**src/verilog/sms_pkg.sv**
```systemverilog
// constants, types and state encodings for the mode-button selector
// assumes a single 125 MHz system clock and a raw, bouncing button pin
// Notes on behaviour
// - menu entry only after boot done and LEDs dark, then five-second hold
// - the mode LEDs flash the pending choice code while the menu is active
// - entering the menu selects the no-change choice
// - each brief press in the menu advances the pending choice
// - five-second hold in the menu leaves it and commits the choice
// - LED codes: 001, 010, 011, 100; display codes S1 to S4
// - LEDs show current mode outside menu and pending choice inside it
// - outside the menu, without valid IP parameters show 01 and flash one LED
`default_nettype none
package sms_pkg;
   localparam int CLK_HZ = 125_000_000;
   localparam int LONG_PRESS_MS = 5000;
   localparam int LONG_PRESS_CYC = LONG_PRESS_MS * (CLK_HZ / 1000);
   localparam int DEBOUNCE_MS = 10;
   localparam int DEBOUNCE_CYC = DEBOUNCE_MS * (CLK_HZ / 1000);
   localparam int FLASH_MS = 250;
   localparam int FLASH_CYC = FLASH_MS * (CLK_HZ / 1000);
   localparam int CNT_W = 30;

   typedef enum logic [1:0] {
      SEL_NO_CHANGE,
      SEL_DEFAULTS,
      SEL_PROTO_A,
      SEL_PROTO_B
   } sms_sel_t;

   typedef enum {
      ST_IDLE,
      ST_ARMED,
      ST_MENU,
      ST_MENU_HELD
   } sms_state_t;

   // leds: activity, speed, duplex
   typedef struct packed {
      logic activity_indicator;
      logic speed_indicator;
      logic duplex_indicator;
   } sms_leds_t;

   // display: two ascii characters
   typedef struct packed {
      logic [7:0] char_hi;
      logic [7:0] char_lo;
   } sms_disp_t;

   // one-cycle command to configuration logic
   typedef struct packed {
      logic restore_defaults;
      logic set_proto_a;
      logic set_proto_b;
   } sms_cmd_t;

   localparam logic [7:0] CH_S = 8'h53;
   localparam logic [7:0] CH_0 = 8'h30;
   localparam logic [7:0] CH_1 = 8'h31;
   localparam logic [7:0] CH_SPACE = 8'h20;
   localparam sms_cmd_t CMD_NONE = 3'h0;
   localparam sms_leds_t LEDS_OFF = 3'h0;

   function automatic sms_leds_t sel_leds(input sms_sel_t s);
      unique case (s)
         SEL_NO_CHANGE: sel_leds = 3'h1;
         SEL_DEFAULTS: sel_leds = 3'h2;
         SEL_PROTO_A: sel_leds = 3'h3;
         SEL_PROTO_B: sel_leds = 3'h4;
      endcase
   endfunction
endpackage
`default_nettype wire

```
**src/verilog/sms_selector.sv**
```systemverilog
// mode-button selector menu with led and display indication
// assumes MODE_BUTTON_I is a raw active-high pin; other inputs are on CLOCK_I
`timescale 1ns/10ps
`default_nettype none
module sms_selector #(
   parameter int LONG_CYC = sms_pkg::LONG_PRESS_CYC,
   parameter int DEB_CYC = sms_pkg::DEBOUNCE_CYC,
   parameter int FLASH_CYC = sms_pkg::FLASH_CYC
) (
   input wire logic CLOCK_I,
   input wire logic RST_B_I,
   input wire logic MODE_BUTTON_I,
   input wire logic BOOT_DONE_I,
   input wire logic IP_VALID_I,
   input wire sms_pkg::sms_leds_t MODE_LEDS_NORMAL_I,
   output sms_pkg::sms_leds_t MODE_LEDS_O,
   output sms_pkg::sms_disp_t DISPLAY_O,
   output sms_pkg::sms_cmd_t CMD_O,
   output logic MENU_ACTIVE_O
);
   // button path
   logic btn_meta;
   logic btn_sync;
   logic btn_deb;
   logic next_btn_deb;
   logic [sms_pkg::CNT_W-1:0] deb_cnt;
   logic [sms_pkg::CNT_W-1:0] next_deb_cnt;
   // flash timebase
   logic [sms_pkg::CNT_W-1:0] flash_cnt;
   logic [sms_pkg::CNT_W-1:0] next_flash_cnt;
   logic flash;
   logic next_flash;
   // press timing
   logic [sms_pkg::CNT_W-1:0] hold_cnt;
   logic [sms_pkg::CNT_W-1:0] next_hold_cnt;
   logic long_hit;
   logic short_release;
   // menu control
   sms_pkg::sms_state_t state;
   sms_pkg::sms_state_t next_state;
   sms_pkg::sms_sel_t sel;
   sms_pkg::sms_sel_t next_sel;
   sms_pkg::sms_cmd_t cmd;
   sms_pkg::sms_cmd_t next_cmd;
   logic menu_active;
   logic next_menu_active;
   // indication
   sms_pkg::sms_leds_t leds;
   sms_pkg::sms_leds_t next_leds;
   sms_pkg::sms_disp_t disp;
   sms_pkg::sms_disp_t next_disp;

   // both menu states show the same indication
   function automatic logic in_menu(input sms_pkg::sms_state_t s);
      in_menu = (s == sms_pkg::ST_MENU) || (s == sms_pkg::ST_MENU_HELD);
   endfunction

   // no change leaves every command bit low, so nothing is pulsed
   function automatic sms_pkg::sms_cmd_t commit_cmd(input sms_pkg::sms_sel_t s);
      commit_cmd = sms_pkg::CMD_NONE;
      commit_cmd.restore_defaults = (s == sms_pkg::SEL_DEFAULTS);
      commit_cmd.set_proto_a = (s == sms_pkg::SEL_PROTO_A);
      commit_cmd.set_proto_b = (s == sms_pkg::SEL_PROTO_B);
   endfunction

   // two-flop synchroniser; only btn_sync is read by logic
   always_ff @(posedge CLOCK_I) begin
      if (!RST_B_I) begin
         btn_meta <= 1'b0;
         btn_sync <= 1'b0;
      end else begin
         btn_meta <= MODE_BUTTON_I;
         btn_sync <= btn_meta;
      end
   end

   // a new level must stand for DEB_CYC cycles in a row to be taken
   always_comb begin
      next_deb_cnt = '0;
      next_btn_deb = btn_deb;
      if (btn_sync != btn_deb) begin
         if (deb_cnt >= sms_pkg::CNT_W'(DEB_CYC - 1)) begin
            next_btn_deb = btn_sync;
         end else begin
            next_deb_cnt = deb_cnt + 1'b1;
         end
      end
   end

   always_ff @(posedge CLOCK_I) begin
      if (!RST_B_I) begin
         btn_deb <= 1'b0;
         deb_cnt <= '0;
      end else begin
         btn_deb <= next_btn_deb;
         deb_cnt <= next_deb_cnt;
      end
   end

   // flash timebase shared by menu and missing-ip indication
   always_comb begin
      next_flash_cnt = flash_cnt + 1'b1;
      next_flash = flash;
      if (flash_cnt >= sms_pkg::CNT_W'(FLASH_CYC - 1)) begin
         next_flash_cnt = '0;
         next_flash = ~flash;
      end
   end

   always_ff @(posedge CLOCK_I) begin
      if (!RST_B_I) begin
         flash_cnt <= '0;
         flash <= 1'b0;
      end else begin
         flash_cnt <= next_flash_cnt;
         flash <= next_flash;
      end
   end

   // hold counter saturates, so a very long hold still counts once
   always_comb begin
      next_hold_cnt = '0;
      if (btn_deb && hold_cnt < sms_pkg::CNT_W'(LONG_CYC)) begin
         next_hold_cnt = hold_cnt + 1'b1;
      end else if (btn_deb) begin
         next_hold_cnt = hold_cnt;
      end
   end

   always_ff @(posedge CLOCK_I) begin
      if (!RST_B_I) begin
         hold_cnt <= '0;
      end else begin
         hold_cnt <= next_hold_cnt;
      end
   end

   assign long_hit = btn_deb && (hold_cnt == sms_pkg::CNT_W'(LONG_CYC - 1));
   // release of a counted press; a long one has already left the menu
   assign short_release = !btn_deb && (hold_cnt != '0);

   always_comb begin
      next_state = state;
      next_sel = sel;
      next_cmd = sms_pkg::CMD_NONE;
      unique case (state)
         // presses before boot or while leds lit are ignored until release
         sms_pkg::ST_IDLE: begin
            if (BOOT_DONE_I && !btn_deb && MODE_LEDS_NORMAL_I == sms_pkg::LEDS_OFF) begin
               next_state = sms_pkg::ST_ARMED;
            end
         end
         // boot lost while armed: wait for the entry conditions again
         sms_pkg::ST_ARMED: begin
            if (!BOOT_DONE_I) begin
               next_state = sms_pkg::ST_IDLE;
            end else if (long_hit) begin
               next_state = sms_pkg::ST_MENU_HELD;
               next_sel = sms_pkg::SEL_NO_CHANGE;
            end
         end
         sms_pkg::ST_MENU: begin
            if (long_hit) begin
               // commit on reaching the threshold, not on release
               next_state = sms_pkg::ST_IDLE;
               next_cmd = commit_cmd(sel);
            end else if (short_release) begin
               next_sel = sms_pkg::sms_sel_t'(sel + 2'h1); // wraps
            end
         end
         // entry hold must be released before presses count
         sms_pkg::ST_MENU_HELD: begin
            if (!btn_deb) begin
               next_state = sms_pkg::ST_MENU;
            end
         end
      endcase
      next_menu_active = in_menu(next_state);
   end

   always_ff @(posedge CLOCK_I) begin
      if (!RST_B_I) begin
         state <= sms_pkg::ST_IDLE;
         sel <= sms_pkg::SEL_NO_CHANGE;
         cmd <= sms_pkg::CMD_NONE;
         menu_active <= 1'b0;
      end else begin
         state <= next_state;
         sel <= next_sel;
         cmd <= next_cmd;
         menu_active <= next_menu_active;
      end
   end

   // menu leds blank on the off phase; display stays steady so it remains readable
   always_comb begin
      next_leds = MODE_LEDS_NORMAL_I;
      next_disp = '{char_hi: sms_pkg::CH_SPACE, char_lo: sms_pkg::CH_SPACE};
      if (in_menu(state)) begin
         next_leds = flash ? sms_pkg::sel_leds(sel) : sms_pkg::LEDS_OFF;
         next_disp = '{char_hi: sms_pkg::CH_S, char_lo: sms_pkg::CH_1 + 8'(sel)};
      end else if (!IP_VALID_I) begin
         next_leds.activity_indicator = flash;
         next_disp = '{char_hi: sms_pkg::CH_0, char_lo: sms_pkg::CH_1};
      end
   end

   always_ff @(posedge CLOCK_I) begin
      if (!RST_B_I) begin
         leds <= sms_pkg::LEDS_OFF;
         disp <= '{char_hi: sms_pkg::CH_SPACE, char_lo: sms_pkg::CH_SPACE};
      end else begin
         leds <= next_leds;
         disp <= next_disp;
      end
   end

   assign MODE_LEDS_O = leds;
   assign DISPLAY_O = disp;
   assign CMD_O = cmd;
   assign MENU_ACTIVE_O = menu_active;
endmodule
`default_nettype wire

```
**config.mk**
```make
export PLATFORM = sky130hd
export DESIGN_NAME = sms_selector
export DESIGN_NICKNAME = d
export VERILOG_FILES = /design/src/verilog/sms_pkg.sv /design/src/verilog/sms_selector.sv
export SDC_FILE = /design/constraint.sdc
export NUM_CORES = 1
export LEC_CHECK = 0
export BUFFER_PORTS_ARGS = -buffer_cell sky130_fd_sc_hd__buf_2
export CORE_MARGIN = 5
export CORE_UTILIZATION = 45
export CTS_CLUSTER_SIZE = 28
export DETAILED_ROUTE_END_ITERATION = 8
export GPL_ROUTABILITY_DRIVEN = 0
export PLACE_DENSITY = 0.63
export SLEW_MARGIN = 20
export SYNTH_ARGS = -nofsm -noshare
export SYNTH_HDL_FRONTEND = slang
export SYNTH_SLANG_ARGS = --single-unit
```
**constraint.sdc**
```tcl
create_clock -name CLOCK_I -period 4.1 [get_ports CLOCK_I]
set_input_delay 0.82 -clock CLOCK_I [delete_from_list [all_inputs] [get_ports CLOCK_I]]
set_output_delay 0.82 -clock CLOCK_I [all_outputs]
set_load 0.03 [all_outputs]
```
==> results.sh <==
export IMPL_final_antenna_net_count=0
export IMPL_drive_above_1_share_pct=9.17
export IMPL_p_clk_share_pct=50.2
export IMPL_synth_area_per_cell_um2=8.91
export IMPL_crit_slowest_cell="o32a_1"
export IMPL_ctsHoldBuffers=0
export IMPL_start_kind="flop"
export IMPL_hpwl_mm=8.47
export IMPL_grt_overflow_total=0
export IMPL_synth_area_um2=6000
export IMPL_relSlewSlack_pct=34.6
export IMPL_cp_max_fo=34
export IMPL_ctsLongestPathBuffers=2
export IMPL_powerDensity_nw_per_um2=426
export IMPL_placed_cells=853
export IMPL_synth_top_area_share_pct=47.0
export IMPL_fmax_mhz=396
export IMPL_period_minus_slack_ps=2520
export IMPL_p_sw_share_pct=21.5
export IMPL_cts_num_sinks=141
export IMPL_synthArstFlopShare_pct=0
export IMPL_endpoint_kind="flop"
export IMPL_first_iter_violations=269
export IMPL_wl_mm=12.6
export IMPL_vias=4892
export IMPL_path_cells="nor4_1 -> nand2_1 -> o32a_1 -> buf_4 -> or4_1 -> a21oi_1"
export IMPL_first_pass_iters=6
export IMPL_drv_cap=0
export IMPL_cts_tree="done"
export IMPL_cp_arrival_ps=2860
export IMPL_n_fill_cell=1261
export IMPL_ir_worst_vdd_mv=0.314
export IMPL_yosysWarnings=0
export IMPL_grt_pass1_vias=4735
export IMPL_fp_coreArea_um2=13100
export IMPL_p_comb_share_pct=1.8
export IMPL_synth_area_leaders="dfxtp_1 (47%), nor3_1 (5.1%), and3_1 (4.9%)"
export IMPL_r2r_start="hold_cnt[17]"
export IMPL_setup_viol=0
export IMPL_initial_core_util_pct=45.7
export IMPL_crit_type="flop to flop"
export IMPL_worst_pin_slew_ps=979
export IMPL_clk_pin_slew_worst_paths_ps=60
export IMPL_io_buffers=23
export IMPL_finalMaxSlewViolations=0
export IMPL_reg2reg_to="hold_cnt[6]"
export IMPL_pwr_share_seq_pct=47.9
export IMPL_die_area_um2=15800
export IMPL_synthCells=674
export IMPL_drcViolationCount=0
export IMPL_power_switching_w=0.000625
export IMPL_hp_class="flop to flop"
export IMPL_die_w_um=126
export IMPL_placed_area_um2=6240
export IMPL_num_antenna_cells=0
export IMPL_cts_buffers=17
export IMPL_power_leakage_nw=2.52
export IMPL_grt_setup_unrepaired="false"
export IMPL_dpl_worst_slack_ps=1540
export IMPL_stdcell_count=885
export IMPL_worstHoldPathCells=1
export IMPL_status="complete, no violations"
export IMPL_yosysSeqAreaShare_pct=47.0
export IMPL_die_height_um=126
export IMPL_ys_flop_type="dfxtp_1"
export IMPL_ys_ff_latch=141
export IMPL_internal_power_w=0.00227
export IMPL_setup_tns_ps=0
export IMPL_final_nets=713
export IMPL_cts_root_buf="clkbuf_16"
export IMPL_timing_final_crit_share_pct=61.6
export IMPL_viasPerCell=5.53
export IMPL_required_ps=4440
export IMPL_ctsHtreeMaxLevel=4
export IMPL_synth_distinct_cells=59
export IMPL_wl_per_cell_um=14.2
export IMPL_io_pins=31
export IMPL_post_cts_resized=0
export IMPL_grt_first_pass_wirelength_mm=21.9
export IMPL_post_cts_buffers=0
export IMPL_ff2ff_setup_slack_ps=1580
export IMPL_grt_antenna_before_repair=0
export IMPL_ff2ff_path_depth=6
export IMPL_grtUsageTotal_pct=16.4
export IMPL_area_delta_synth_final_pct=13.3
export IMPL_whs_endpoint="btn_sync"
export IMPL_hold_path_startpoint="btn_meta"
export IMPL_fin_ws_ps=1580
export IMPL_insertion_delay_ps=420
export IMPL_slowest_delay_ps=570
export IMPL_synth_top_area_cell="dfxtp_1"
export IMPL_grt_max_degree=49
export IMPL_stdcell_area_um2=6800
export IMPL_finClkSkew_ps=9.75
export IMPL_synth_edf_count=0
export IMPL_rows=42
export IMPL_final_hold_viol_count=0
worst max-delay path, delay by kind of cell, from the launching register on:
kind                   cells  cell delay, ps
AND/OR/NAND/NOR            3            1020
AO/OA/AOI/OAI              2             720
flip-flops                 1             350
buffers and inverters      1             320
kinds of logic after synthesis:
logic type,Yosys count,synth area share (%)
AO/OA/AOI/OAI,81,8.92
buffers and inverters,61,4.63
multiplexers,5,0.834
flip-flops,141,47.0
AND/OR/NAND/NOR,333,30.5
adder cells (fa/ha/maj),9,1.88
XOR/XNOR,42,6.13
other,2,0.125
worst max-delay path by stage:
stage,start,endpoint,slack [ps],cells past startpoint
2_1_floorplan,RST_B_I,hold_cnt[15],2070,5
3_3_place_gp,RST_B_I,flash_cnt[1],1630,4
3_5_place_dp,RST_B_I,flash_cnt[6],1540,4
4_1_cts,hold_cnt[17],hold_cnt[20],1590,6
5_1_grt,hold_cnt[17],hold_cnt[6],1360,6
6_report,hold_cnt[17],hold_cnt[6],1580,6
registers in the layout, summed over array words and instances (netlist names), 2 cells and up:
register,count
MODE_LEDS_O,3
CMD_O,3
state,32
deb_cnt,30
DISPLAY_O,6
sel,2
hold_cnt,30
flash_cnt,30
synthesized netlist by cell type, drive strengths merged (5+ instances only):
master,count
nor2,29
dfxtp,141
or3,15
and2,10
nand3,37
o21ai,21
o211ai,5
nor4,19
nand2,52
a21oi,24
mux2i,5
xnor2,24
nor3,61
and3,47
xor2,18
clkbuf,30
or4,15
buf,15
inv,16
ha,9
nand4,24
layout make-up:
class	instances	area (um2)	share of cell area [%]
flip-flops and latches	141	2820	41.5
inverters	16	60.1	0.883
multi-input cells	491	2980	43.7
clock inverters	10	90.1	1.32
well taps	176	220	3.24
clock buffers	22	474	6.97
repair buffers	29	160	2.35
stage by stage:
step	total power (W)	hold slack, ps	utilization (%)
finish	0.00290	447	51.8
global route	0.00300	457	51.8
CTS	0.00293	451	51.8
detailed placement	0.00147	423	47.5
global placement	0.00147	427	47.5
floorplan	0.00146	412	-
power groups by stage:
stage	combinational, W	clock (W)	sequential (W)
3_3_place_gp	0.0000517	0	0.00142
6_report	0.0000530	0.00146	0.00139
5_1_grt	0.0000590	0.00155	0.00139
4_1_cts	0.0000528	0.00148	0.00139
3_5_place_dp	0.0000527	0	0.00142
2_1_floorplan	0.0000397	0	0.00142
cell usage in the layout, fill, tap and decap left out, types with 3 or more instances in the layout:
cell	netlist	routed
mux2i_1	5	5
and4_1	3	3
nand2b_1	4	4
o21ai_0	15	15
and2_1	10	10
o211ai_1	5	5
nand3_1	37	37
clkbuf_8	0	3
nor3b_1	3	3
nand2_1	52	52
inv_1	16	16
xnor2_1	24	24
and3_1	47	47
a21oi_1	24	24
nor4b_1	4	4
clkinv_2	0	4
xor2_1	18	18
nor3_1	61	61
o21ai_1	6	6
nor2_1	29	29
ha_1	9	9
o32ai_1	3	3
nor4_1	17	17
nand4_1	24	24
buf_4	10	6
dfxtp_1	141	141
or3_1	15	15
nand4b_1	3	3
clkinvlp_4	0	3
clkbuf_16	0	17
o31ai_1	3	3
or4_1	14	14
o21a_1	4	4
buf_2	3	23
conb_1	2	21
per-layer routing:
metal  share of wire [%]  track usage, %  vias up
li1                    -               -     2464
met1                  46            20.6     2300
met2                  48            26.4      103
met3                 4.0            4.61       25
met4                 2.1            7.40        0
met5                   0               0        -
No activity file was read; power rests on OpenSTA's default activity.
